--- config.mk ---
export PLATFORM = sky130hd
export DESIGN_NAME = touch_sensor_command_handler
export DESIGN_NICKNAME = d
export VERILOG_FILES = /design/src/shared/touch_cmd_pkg.sv /design/src/verilog/touch_sensor_command_handler.sv
export VERILOG_INCLUDE_DIRS = /design/src /design/src/shared
export SDC_FILE = /design/constraint.sdc
export NUM_CORES = 1
export LEC_CHECK = 0
export ABC_AREA = 0
export BUFFER_PORTS_ARGS = -buffer_cell sky130_fd_sc_hd__buf_2
export CORE_MARGIN = 5
export CORE_UTILIZATION = 61
export DETAILED_ROUTE_END_ITERATION = 10
export GPL_TIMING_DRIVEN = 0
export PLACE_DENSITY = 0.86
export SETUP_SLACK_MARGIN = 0.1
export SLEW_MARGIN = 15
export SYNTH_ARGS = -nofsm -noshare
export SYNTH_HDL_FRONTEND = slang
export SYNTH_SLANG_ARGS = --single-unit
--- constraint.sdc ---
create_clock -name clk_i -period 17.72 [get_ports clk_i]
set_input_delay 0 -clock clk_i [delete_from_list [all_inputs] [get_ports clk_i]]
set_output_delay 0 -clock clk_i [all_outputs]
set_load 0.01 [all_outputs]
--- src/shared/touch_cmd_consts.svh ---
// Constants for the touch sensor command handler.
// Assumes a 50 MHz system clock; times are kept in ms and converted by tick.
`ifndef TOUCH_CMD_CONSTS_SVH
`define TOUCH_CMD_CONSTS_SVH
`define CLK_MHZ       50
`define TICK_US       1000
`define TICK_CYC      (`CLK_MHZ * `TICK_US)
`define CMD_WIN_MS    7'd110
`define BYTE_TO_MS    7'd110
`define TIME_STEP_MS  7'd100
`define SYNC_MAX_MS   7'd100
`define CAL_MAX_MS    12'd3000
`define CRC_CHECK_MS  10'd1000
`define SETUP_LEN     100
`define KEYS          48
`define CMD_LOAD      8'h01
`define CMD_LOWCAL    8'h02
`define CMD_CALALL    8'h03
`define CMD_RESET     8'h04
`define CMD_OVERVIEW  8'h06
`define ACK_LOAD      8'hfe
`define ACK_LOWCAL    8'hfd
`define ACK_CALALL    8'hfc
`define ACK_RESET     8'hfb
`define NAK_CRC       8'h00
`define CRC_POLY      16'h1021
`define CRC_INIT      16'hffff
`define REG_STATUS    4'h0
`define REG_COUNT     4'h4
`define REG_SETCRC    4'h8
`define REG_CTRL      4'hc
`define CTRL_RESET    2'h3
`define CTRL_STS_BIT  0
`define CTRL_SYNC_BIT 1
`endif

--- src/shared/touch_cmd_pkg.sv ---
// Types shared by the touch sensor command handler.
// Assumes a classic Wishbone master on the register side.
package touch_cmd_pkg;
  typedef enum logic [7:0] {
    S_INIT  = 8'h01,
    S_IDLE  = 8'h02,
    S_LOAD  = 8'h04,
    S_CHECK = 8'h08,
    S_PROG  = 8'h10,
    S_CALW  = 8'h20,
    S_CAL   = 8'h40,
    S_RST   = 8'h80
  } state_t;
  typedef struct packed {
    logic        cyc;
    logic        stb;
    logic        we;
    logic [31:0] adr;
    logic [3:0]  sel;
    logic [31:0] dat;
  } wb_req_t;
  typedef struct packed {
    logic        ack;
    logic [31:0] dat;
  } wb_rsp_t;
endpackage

--- src/verilog/touch_sensor_command_handler.sv ---
// Command interpreter for a 48-key touch controller: protected commands and overview.
// Assumes framed bytes from a serial receiver and a sensing engine on the same clock.
`timescale 1ns/1ps
`include "touch_cmd_consts.svh"
module touch_sensor_command_handler #(
  parameter int unsigned TICK_CYC  = `TICK_CYC,
  parameter int unsigned SETUP_LEN = `SETUP_LEN,
  parameter int unsigned KEYS      = `KEYS
)(
  // Clock, reset, enable
  input  wire logic                  clk_i,
  input  wire logic                  rst_i,
  input  wire logic                  ce_i,
  // Register bus
  input  wire touch_cmd_pkg::wb_req_t wb_i,
  output touch_cmd_pkg::wb_rsp_t     wb_o,
  // Byte link
  input  wire logic                  rx_valid_i,
  input  wire logic [7:0]            rx_data_i,
  output logic                       ready_handshake_line_o,
  output logic                       tx_valid_o,
  output logic [7:0]                 tx_data_o,
  input  wire logic                  tx_ready_i,
  // Sensing engine
  output logic                       sensing_o,
  output logic                       cal_req_o,
  output logic                       cal_lowlevel_o,
  input  wire logic                  cal_done_i,
  input  wire logic                  cal_eval_i,
  input  wire logic [KEYS-1:0]       conv_fail_i,
  input  wire logic [KEYS-1:0]       low_signal_limit_i,
  input  wire logic [KEYS-1:0]       key_en_i,
  input  wire logic [KEYS-1:0]       key_touch_i,
  input  wire logic                  touch_change_i,
  input  wire logic                  safety_fault_i,
  input  wire logic                  scan_start_i,
  input  wire logic                  capture_fail_i,
  input  wire logic                  mains_sync_i,
  output logic                       status_pin_o,
  output logic [KEYS-1:0]            key_err_o,
  // Settings store
  output logic                       cfg_we_o,
  output logic [7:0]                 cfg_addr_o,
  output logic [7:0]                 cfg_data_o,
  output logic [7:0]                 cfg_rd_addr_o,
  input  wire logic [7:0]            cfg_rd_data_i,
  output logic                       nv_prog_o,
  output logic                       nv_bad_o,
  input  wire logic                  nv_done_i,
  input  wire logic                  nv_corrupt_i,
  output logic                       restore_o,
  output logic                       reset_req_o
);
  import touch_cmd_pkg::*;

  localparam int unsigned TW = $clog2(TICK_CYC);
  localparam logic [7:0] LEN8 = 8'(SETUP_LEN);

  function automatic logic [15:0] crc_byte(input logic [15:0] c, input logic [7:0] d);
    logic [15:0] r;
    r = c ^ {d, 8'h00};
    for (int i = 0; i < 8; i++) begin
      r = r[15] ? ((r << 1) ^ `CRC_POLY) : (r << 1);
    end
    return r;
  endfunction

  state_t        state_q;
  logic [TW-1:0] pre_q;
  logic          tick, sync_rise, sync_lvl_q, sync_err_q, prev_ok_q, hold_q, ld_ok_q;
  logic          q_one_q, q_ov_q, tx_busy, crc_store_q, touch_flag_q, scan_on_q, scan_vld_q;
  logic          crc_bad_q, ack_q, tfound, dbl, rx_take;
  logic [1:0]    ctrl_q, tcnt;
  logic [2:0]    sy_q, tx_len_q, tx_idx_q;
  logic [5:0]    tfirst;
  logic [6:0]    step_ms_q, sync_ms_q, gap_q;
  logic [7:0]    time_q, scan_q, fail_q, prev_q, idx_q, q_byte_q, dev_status;
  logic [7:0]    resp_q [0:6];
  logic [7:0]    ov [0:4];
  logic [9:0]    chk_ms_q;
  logic [11:0]   cal_ms_q;
  logic [15:0]   ld_crc_q, rx_crc_q, set_crc_q, scan_crc_q, ov_crc;
  logic [31:0]   rd_q;

  // Millisecond tick; the prescaler is a parameter so a bench can shorten it.
  always_ff @(posedge clk_i) begin
    if (rst_i) begin
      pre_q <= '0;
    end else if (ce_i) begin
      pre_q <= (pre_q == TW'(TICK_CYC - 1)) ? '0 : pre_q + TW'(1);
    end
  end
  assign tick = ce_i && (pre_q == TW'(TICK_CYC - 1));

  // Safety counters.
  always_ff @(posedge clk_i) begin
    if (rst_i) begin
      step_ms_q <= '0;
      time_q    <= '0;
      scan_q    <= '0;
      fail_q    <= '0;
    end else if (ce_i) begin
      if (tick) begin
        if (step_ms_q == `TIME_STEP_MS - 7'd1) begin
          step_ms_q <= '0;
          time_q    <= time_q + 8'h01;
        end else begin
          step_ms_q <= step_ms_q + 7'd1;
        end
      end
      if (scan_start_i) scan_q <= scan_q + 8'h01;
      if (capture_fail_i) fail_q <= fail_q + 8'h01;
    end
  end

  // Mains sync pin: three stages, a change counts once the last two agree.
  always_ff @(posedge clk_i) begin
    if (rst_i) begin
      sy_q       <= '0;
      sync_lvl_q <= 1'b0;
    end else if (ce_i) begin
      sy_q <= {sy_q[1:0], mains_sync_i};
      if (sy_q[1] == sy_q[2]) sync_lvl_q <= sy_q[2];
    end
  end
  assign sync_rise = (sy_q[1] == sy_q[2]) && sy_q[2] && !sync_lvl_q;

  always_ff @(posedge clk_i) begin
    if (rst_i) begin
      sync_ms_q  <= '0;
      sync_err_q <= 1'b0;
    end else if (ce_i) begin
      if (sync_rise) begin
        sync_ms_q  <= '0;
        sync_err_q <= 1'b0;
      end else if (tick && sync_ms_q != `SYNC_MAX_MS) begin
        sync_ms_q <= sync_ms_q + 7'd1;
      end else if (sync_ms_q == `SYNC_MAX_MS && ctrl_q[`CTRL_SYNC_BIT]) begin
        sync_err_q <= 1'b1;
      end
    end
  end

  // Touch summary: the count saturates, the lowest key number wins.
  always_comb begin
    tcnt   = '0;
    tfirst = '0;
    tfound = 1'b0;
    for (int k = 0; k < KEYS; k++) begin
      if (key_touch_i[k]) begin
        if (!tfound) tfirst = 6'(k);
        tfound = 1'b1;
        if (tcnt != 2'd3) tcnt = tcnt + 2'd1;
      end
    end
  end

  // Per-key calibration error flags; a failing evaluation beats the clear.
  for (genvar k = 0; k < KEYS; k++) begin : g_key
    always_ff @(posedge clk_i) begin
      if (rst_i) begin
        key_err_o[k] <= 1'b0;
      end else if (ce_i) begin
        if (cal_eval_i && (conv_fail_i[k] || low_signal_limit_i[k])) begin
          key_err_o[k] <= 1'b1;
        end else if (cal_req_o) begin
          key_err_o[k] <= 1'b0;
        end
      end
    end
  end

  always_comb begin
    dev_status    = 8'h00;
    dev_status[6] = |(key_err_o & key_en_i);
    dev_status[5] = safety_fault_i;
    dev_status[4] = crc_bad_q;
    dev_status[3] = sync_err_q;
    dev_status[2] = |(low_signal_limit_i & key_en_i);
    dev_status[1] = (state_q == S_CAL) || (state_q == S_CALW);
    ov[0] = dev_status;
    ov[1] = {tcnt, tfound ? tfirst : 6'd0};
    ov[2] = time_q;
    ov[3] = scan_q;
    ov[4] = fail_q;
    ov_crc = crc_byte(`CRC_INIT, `CMD_OVERVIEW);
    for (int i = 0; i < 5; i++) ov_crc = crc_byte(ov_crc, ov[i]);
  end

  // Reply sender; the overview is captured whole so its CRC matches its bytes.
  assign tx_busy    = (tx_idx_q != tx_len_q) || q_one_q || q_ov_q;
  assign tx_valid_o = tx_idx_q != tx_len_q;
  assign tx_data_o  = resp_q[tx_idx_q];
  always_ff @(posedge clk_i) begin
    if (rst_i) begin
      tx_len_q <= '0;
      tx_idx_q <= '0;
      for (int i = 0; i < 7; i++) resp_q[i] <= 8'h00;
    end else if (ce_i) begin
      if (q_ov_q) begin
        for (int i = 0; i < 5; i++) resp_q[i] <= ov[i];
        resp_q[5] <= ov_crc[7:0];
        resp_q[6] <= ov_crc[15:8];
        tx_len_q  <= 3'd7;
        tx_idx_q  <= '0;
      end else if (q_one_q) begin
        resp_q[0] <= q_byte_q;
        tx_len_q  <= 3'd1;
        tx_idx_q  <= '0;
      end else if (tx_valid_o && tx_ready_i) begin
        tx_idx_q <= tx_idx_q + 3'd1;
      end
    end
  end

  // Ready drops for a cycle after each byte and while a reply is pending.
  assign ready_handshake_line_o = ce_i && !hold_q && !tx_busy &&
                                  (state_q == S_IDLE || state_q == S_LOAD);
  assign rx_take = rx_valid_i && ready_handshake_line_o;
  assign dbl     = prev_ok_q && rx_data_i == prev_q && gap_q < `CMD_WIN_MS &&
                   rx_data_i >= `CMD_LOAD && rx_data_i <= `CMD_RESET;

  // Command and block-load sequencer.
  always_ff @(posedge clk_i) begin
    if (rst_i) begin
      state_q <= S_INIT;
      prev_q         <= 8'h00;
      prev_ok_q      <= 1'b0;
      hold_q         <= 1'b0;
      gap_q          <= '0;
      idx_q          <= '0;
      ld_crc_q       <= `CRC_INIT;
      rx_crc_q       <= '0;
      ld_ok_q        <= 1'b0;
      q_one_q        <= 1'b0;
      q_ov_q         <= 1'b0;
      q_byte_q       <= 8'h00;
      crc_store_q    <= 1'b0;
      sensing_o      <= 1'b0;
      cal_req_o      <= 1'b0;
      cal_lowlevel_o <= 1'b0;
      cal_ms_q       <= '0;
      cfg_we_o       <= 1'b0;
      cfg_addr_o     <= 8'h00;
      cfg_data_o     <= 8'h00;
      nv_prog_o      <= 1'b0;
      nv_bad_o       <= 1'b0;
      restore_o      <= 1'b0;
      reset_req_o    <= 1'b0;
    end else if (ce_i) begin
      hold_q      <= rx_take;
      q_one_q     <= 1'b0;
      q_ov_q      <= 1'b0;
      crc_store_q <= 1'b0;
      cal_req_o   <= 1'b0;
      cfg_we_o    <= 1'b0;
      nv_prog_o   <= 1'b0;
      restore_o   <= 1'b0;
      reset_req_o <= 1'b0;
      if (rx_take) gap_q <= '0;
      else if (tick && gap_q != 7'h7f) gap_q <= gap_q + 7'd1;
      case (state_q)
        S_INIT: begin
          // Strap is sampled after release, then a full calibration runs.
          restore_o      <= nv_corrupt_i;
          cal_req_o      <= 1'b1;
          cal_lowlevel_o <= 1'b0;
          cal_ms_q       <= '0;
          state_q        <= S_CAL;
        end
        S_IDLE: begin
          if (rx_take) begin
            prev_q    <= rx_data_i;
            prev_ok_q <= !dbl;
            if (dbl) begin
              q_one_q <= 1'b1;
              case (rx_data_i)
                `CMD_LOAD: begin
                  q_byte_q  <= `ACK_LOAD;
                  sensing_o <= 1'b0;
                  idx_q     <= '0;
                  ld_crc_q  <= `CRC_INIT;
                  state_q   <= S_LOAD;
                end
                `CMD_LOWCAL: begin
                  q_byte_q       <= `ACK_LOWCAL;
                  cal_lowlevel_o <= 1'b1;
                  state_q        <= S_CALW;
                end
                `CMD_CALALL: begin
                  q_byte_q       <= `ACK_CALALL;
                  cal_lowlevel_o <= 1'b0;
                  state_q        <= S_CALW;
                end
                default: begin
                  q_byte_q <= `ACK_RESET;
                  state_q  <= S_RST;
                end
              endcase
            end else if (rx_data_i == `CMD_OVERVIEW) begin
              q_ov_q <= 1'b1;
            end
          end
        end
        S_LOAD: begin
          if (rx_take) begin
            idx_q <= idx_q + 8'd1;
            if (idx_q < LEN8) begin
              cfg_we_o   <= 1'b1;
              cfg_addr_o <= idx_q;
              cfg_data_o <= rx_data_i;
              ld_crc_q   <= crc_byte(ld_crc_q, rx_data_i);
            end else if (idx_q == LEN8) begin
              rx_crc_q[7:0] <= rx_data_i;
            end else begin
              rx_crc_q[15:8] <= rx_data_i;
              state_q        <= S_CHECK;
            end
          end else if (gap_q >= `BYTE_TO_MS) begin
            sensing_o <= 1'b1;
            prev_ok_q <= 1'b0;
            state_q   <= S_IDLE;
          end
        end
        S_CHECK: begin
          ld_ok_q     <= rx_crc_q == ld_crc_q;
          q_one_q     <= rx_crc_q != ld_crc_q;
          q_byte_q    <= `NAK_CRC;
          nv_prog_o   <= 1'b1;
          nv_bad_o    <= rx_crc_q != ld_crc_q;
          crc_store_q <= 1'b1;
          state_q     <= S_PROG;
        end
        S_PROG: begin
          if (nv_done_i) begin
            q_one_q   <= ld_ok_q;
            q_byte_q  <= `ACK_LOAD;
            sensing_o <= 1'b1;
            prev_ok_q <= 1'b0;
            state_q   <= S_IDLE;
          end
        end
        S_CALW: begin
          if (!tx_busy) begin
            cal_req_o <= 1'b1;
            cal_ms_q  <= '0;
            state_q   <= S_CAL;
          end
        end
        S_CAL: begin
          sensing_o <= 1'b0;
          if (tick) cal_ms_q <= cal_ms_q + 12'd1;
          if (cal_done_i || cal_ms_q >= `CAL_MAX_MS) begin
            sensing_o <= 1'b1;
            prev_ok_q <= 1'b0;
            state_q   <= S_IDLE;
          end
        end
        S_RST: begin
          reset_req_o <= !tx_busy;
        end
        default: state_q <= S_INIT;
      endcase
    end
  end

  // Status pin: a touch event wins over the clear from an overview.
  always_ff @(posedge clk_i) begin
    if (rst_i) begin
      touch_flag_q <= 1'b0;
    end else if (ce_i) begin
      if (touch_change_i && ctrl_q[`CTRL_STS_BIT]) touch_flag_q <= 1'b1;
      else if (q_ov_q) touch_flag_q <= 1'b0;
    end
  end
  assign status_pin_o = touch_flag_q;

  // Periodic settings CRC sweep; read data arrives one cycle after the address.
  always_ff @(posedge clk_i) begin
    if (rst_i) begin
      chk_ms_q      <= '0;
      scan_on_q     <= 1'b0;
      scan_vld_q    <= 1'b0;
      cfg_rd_addr_o <= 8'h00;
      scan_crc_q    <= `CRC_INIT;
      crc_bad_q     <= 1'b0;
    end else if (ce_i) begin
      if (!scan_on_q) begin
        if (tick) chk_ms_q <= chk_ms_q + 10'd1;
        if (chk_ms_q >= `CRC_CHECK_MS) begin
          chk_ms_q      <= '0;
          scan_on_q     <= 1'b1;
          scan_vld_q    <= 1'b0;
          cfg_rd_addr_o <= 8'h00;
          scan_crc_q    <= `CRC_INIT;
        end
      end else begin
        scan_vld_q <= cfg_rd_addr_o < LEN8;
        if (cfg_rd_addr_o < LEN8) cfg_rd_addr_o <= cfg_rd_addr_o + 8'd1;
        if (scan_vld_q) scan_crc_q <= crc_byte(scan_crc_q, cfg_rd_data_i);
        if (scan_vld_q && cfg_rd_addr_o == LEN8) begin
          scan_on_q <= 1'b0;
          crc_bad_q <= crc_byte(scan_crc_q, cfg_rd_data_i) != set_crc_q;
        end
      end
    end
  end

  // Wishbone slave: one wait state, unmapped reads return zero.
  always_ff @(posedge clk_i) begin
    if (rst_i) begin
      ack_q     <= 1'b0;
      rd_q      <= '0;
      set_crc_q <= `CRC_INIT;
      ctrl_q    <= `CTRL_RESET;
    end else if (ce_i) begin
      ack_q <= wb_i.cyc && wb_i.stb && !ack_q;
      if (crc_store_q) set_crc_q <= rx_crc_q;
      if (wb_i.cyc && wb_i.stb && !ack_q) begin
        rd_q <= '0;
        if (wb_i.adr[31:4] == 28'h0) begin
          case (wb_i.adr[3:0])
            `REG_STATUS: rd_q <= {14'h0, sensing_o, state_q == S_LOAD, ov[1], dev_status};
            `REG_COUNT:  rd_q <= {8'h00, fail_q, scan_q, time_q};
            `REG_SETCRC: rd_q <= {16'h0000, set_crc_q};
            `REG_CTRL:   rd_q <= {30'h0, ctrl_q};
            default:     rd_q <= '0;
          endcase
          if (wb_i.we && wb_i.adr[3:0] == `REG_SETCRC && !crc_store_q) begin
            if (wb_i.sel[0]) set_crc_q[7:0] <= wb_i.dat[7:0];
            if (wb_i.sel[1]) set_crc_q[15:8] <= wb_i.dat[15:8];
          end
          if (wb_i.we && wb_i.adr[3:0] == `REG_CTRL && wb_i.sel[0]) begin
            ctrl_q <= wb_i.dat[1:0];
          end
        end
      end
    end
  end
  assign wb_o = '{ack: ack_q, dat: rd_q};

endmodule // touch_sensor_command_handler

* Word level (Yosys, flattened, before mapping) *
Memory sizes are Yosys's and may differ from the RTL's. A register that Yosys moved wholly into a read port is not among the register bits.
Cells that the tools add are included.

storage, ports and cells
  bits in latches = 0
  memories = 1
  word-level logic and storage cells = 1070
  register bits after elaboration = 314
  bits in writable memories = 56
  input bits = 293
  bits in read-only memories = 0

cells by class
  $add $sub $neg = 59
  eq/ne operators = 93
  bitwise logic cells = 76
  muxes and demuxes = 464
  $mul = 0
  shift operators = 0
  div/mod/pow operators = 0
  order comparisons = 8
  reduce and logical (&&, ||, !) cells = 275

memories
  name    words  width  read ports  clocked after Yosys merged registers in  wr ports  line                                text
  resp_q  7      8      1           1                                        7         touch_sensor_command_handler.sv:78  logic [7:0] resp_q [0:6];

operator list
  kind                   number
  $mux W13               55
  $mux W6                94
  $mux W8                29
  $mux W16               13
  $mux W2                94
  $not A3 Y3             56
  $mux W1                148
  $reduce_and A2 Y1      60
  $reduce_bool A2 Y1     57
  $ne A2 B2 Y1 const B   55
  $and A48 B48 Y48       2
  $pmux W24 S4           1
  $reduce_or A48 Y1      2
  $xor A16 B16 Y16       6
  $add A2 B1 Y2 const B  47
  $logic_and A1 B1 Y1    71
  $pmux W8 S8            1
  $logic_or A1 B1 Y1     53
  $add A8 B1 Y8 const B  5
  $pmux W12 S3           1
  $mux W7                5
  $ne A16 B16 Y1         2
  $pmux W16 S2           1
  $pmux W8 S2            2
  other kinds (57)       115

* Longest topological paths before layout *
  word-level depth = 211
  mapped depth = 31

* Worst setup path before layout *
OpenSTA, ideal clock, no wires.

  kind = in2reg
  start point = in key_touch_i[0]
  end point = mem resp_q[6][1]
  stages = 30
  arrival = 6.703 ns
  setup time = 0.122 ns
  required time = 17.598 ns
  path slack = 10.895 ns
  buffers on the path = 2
  cells stage by stage = inv_1 > ha_1 > o211ai_1 > and3_1 > buf_4 > a2111oi_2 > o31a_1 > a32o_2 > a211o_1 > a2bb2o_4 > a31oi_4 > o2111a_1 > nor4_1 > a2bb2o_2 > or3_1 > o21a_2 > o211a_2 > o21ai_2 > o311ai_1 > and3_1 > o22a_1 > o21a_1 > a221o_1 > and3_1 > a211o_1 > o21a_1 > or3_1 > buf_2 > xnor3_1 > o21ai_1

RTL lines
  element             line                                text
  start: declaration  touch_sensor_command_handler.sv:33  input wire logic [KEYS-1:0] key_touch_i,
  end: declaration    touch_sensor_command_handler.sv:78

==> impl_results.md <==
- Crit path max fanout: 8
- Final Cycle Share: 0.449
- RSZ-0062 raised after global routing: no
- Antenna violations before repair: 18
- Final min period: 7.96 ns
- Core ar.: 35,700 um^2
- Startpoint Class: primary input
- Layout cells sized above 1: 0.152
- Clk buf depth: 3
- Slew margin rel.: 0.131
- Worst vdd ir: 0.0816 mV
- Setup violators final: 0
- DRT iter0 DRCs: 2,909
- Synth Flop Type: dfxtp_1
- Met3 usage: 0.0837
- TritonCTS clock tree: built
- Global Route Usage Sum: 0.419
- First-pass GRT wire length: 136,000 um
- Vias: 24,900
- Vias/cell: 6.47
- Die footprint: 40,300 um^2
- Arrival @ worst endpoint: 8.41 ns
- Setup TNS: 0 ns
- Crit path largest cell delay: 0.82 ns
- TritonCTS buffer count: 40
- Drt pass-1 iters: 6
- GRT busiest layer: met2
- Root Driver: clkbuf_16
- Worst EP required: 18.17 ns
- Remaining Overflow, GRT: 0
- Starting Density: 0.620
- Sink Count: 360
- Slew Viols, Final: 0
- Most common cell after layout, fill and taps aside: buf_2
- Detailed Place HPWL: 65,900 um
- Clock slew at reported path FFs: 0.07 ns
- Final cell count without fillers: 3,842
- Number of global-route vias before repair: 23,900
- Final setup margin: 9.76 ns
- Worst slack at placement: 9.60 ns
- Synth top area cells: dfxtp_1 (28%), edfxtp_1 (6.2%), xnor2_1 (5.7%)
- Clock skew: 0.0216 ns
- Maxcap violations: 0
- Power per standard cell area: 77.3 nW/um^2
- Routed WL per cell: 23.2 um
- # fillers: 2,537
- Area of the multi-input gates: 13,600 um^2
- Slew @ Worst Pin: 1.29 ns
- Hold Crit Class: primary input to flip-flop
- Met1 Resource Use GR: 0.535
- GR Layer Usage met2: 0.681
- Count of cells resized by post-cts repair: 0
- Outcome: finished clean
- Ys async rst share: 0
- Placed insts: 3,623
- Register Area: 7670 um^2
- YS warnings: 0
- Crit. End Element: flip-flop
- Clock Latency Late Sink: 0.57 ns
- Commonest non-fill, non-tap cells in the layout: buf_2 (369), dfxtp_1 (314), nor2_1 (308)
- Fmax: 0.126 GHz
- Final hold viol count: 0
- Slowest cell on crit path: a2111oi_0
- CTS H-tree lvls: 2
- Unique masters post-synth: 101
- Final WL: 89,100 um
- Gate Count Post-Synth: 2,790
- I/O Pins: 417
- Hold WS: 0.0414 ns
- IO buf count: 364
- Synthesized area: 22,200 um^2
- Yosys top cell area share: 0.284
- Final ANT Viol Nets: 0
- Largest area contributor in the netlist: dfxtp_1
- Synthesis-stage register bit count: 360
- Seq/Total Area, Yosys: 0.346
- Pleak: 10.5 nW
- Routability Congestion: 1.04
- Average cell area after synthesis: 7.95 um^2
- Largest net degree at the start of global routing: 41
- Die W: 201 um
- Die Height: 201 um
- Critical path class: primary input to flip-flop
- Post-synth EDFFs: 46
- Area delta synth->final: 23.4%
- DR DRC count: 0
- Nets: 3,650
- Row count: 69
-- power by group --
part	total, mW	switching, mW	leakage, nW	internal (mW)
Clock	0.884	0.361	0.677	0.523
Combinational	0.374	0.219	6.81	0.155
Sequential	0.855	0.0143	3.00	0.840
-- per-layer routing --
| layer | part of all wire | wire, um |
|---|---|---|
| met1 | 0.38 | 33900 |
| met5 | 0.00029 | 26 |
| met4 | 0.055 | 4870 |
| met3 | 0.11 | 9490 |
| met2 | 0.46 | 40800 |
-- registers in the layout (all words and copies together) (netlist names), 10 cells and up, named ones only --
signal	flops
chk_ms_q	10
scan_crc_q	16
cal_ms_q	12
rx_crc_q	16
key_err_o	48
rd_q	24
ld_crc_q	16
resp_q	56
pre_q	16
set_crc_q	16
-- timing repair --
action                                  4_1_cts  5_1_grt
hold endpoints to repair                    107        0
setup buffers                                 0        0
hold buffers                                130        0
endpoints found under the setup margin        0        0
-- Yosys cell counts (all sizes together), types with 24 or more instances --
library cell / instances
nor4: 41
inv: 54
dfxtp: 314
nand3: 112
nor3: 82
a22oi: 29
nand2: 296
a221oi: 24
clkbuf: 157
xor2: 122
o22ai: 26
nor2: 309
a21oi: 191
and3: 36
o21ai: 201
and2: 41
xnor2: 144
or3: 29
nand4: 36
nor2b: 29
nand2b: 63
mux2i: 47
edfxtp: 46
-- final timing paths --
path	depth (start not counted)	to	from	slack (ns)
setup / recovery	30	resp_q[6][6]	key_touch_i[0]	9.76
hold / removal	5	cal_lowlevel_o	rx_data_i[2]	0.04
setup reg to reg	16	resp_q[6][4]	key_err_o[46]	12.28
hold reg to reg	2	resp_q[6][1]	resp_q[6][1]	0.45
-- kinds of logic (layout without fill, tap and decap cells) --
family | after synthesis | count (layout) | synth area share
buf+inv | 234 | 803 | 0.0415
flops | 360 | 360 | 0.346
xor+xnor | 274 | 274 | 0.114
mux | 68 | 68 | 0.0365
compound gates | 689 | 689 | 0.199
other cells | 1 | 23 | 0.000169
simple gates | 1140 | 1140 | 0.250
fa+ha+maj | 24 | 24 | 0.0134
-- metrics by stage --
stage	area [um^2]	util	total power, mW
6_report	27300	0.765	2.11
3_5_place_dp	24600	0.688	1.21
5_1_grt	27300	0.765	2.17
3_3_place_gp	24600	0.688	1.20
2_1_floorplan	22200	-	1.09
4_1_cts	27300	0.764	2.10
-- worst max-delay path, delay by kind of cell --
kind	cells	cell delay [ns]
fa+ha+maj	1	0.31
xor+xnor	2	0.58
simple gates	6	2.33
buf+inv	2	0.21
compound gates	19	4.99
-- cell type report --
| cell class | instances | share of cell area |
|---|---|---|
| inverter | 55 | 0.00755 |
| tap | 461 | 0.0211 |
| clock buffer | 57 | 0.0442 |
| multi-input combinational | 2203 | 0.498 |
| clock inverter | 17 | 0.00714 |
| buffer | 179 | 0.0261 |
| sequential | 360 | 0.280 |
| timing repair buffer | 495 | 0.114 |
| antenna | 15 | 0.00137 |
No activity file was read; power rests on OpenSTA's default activity.
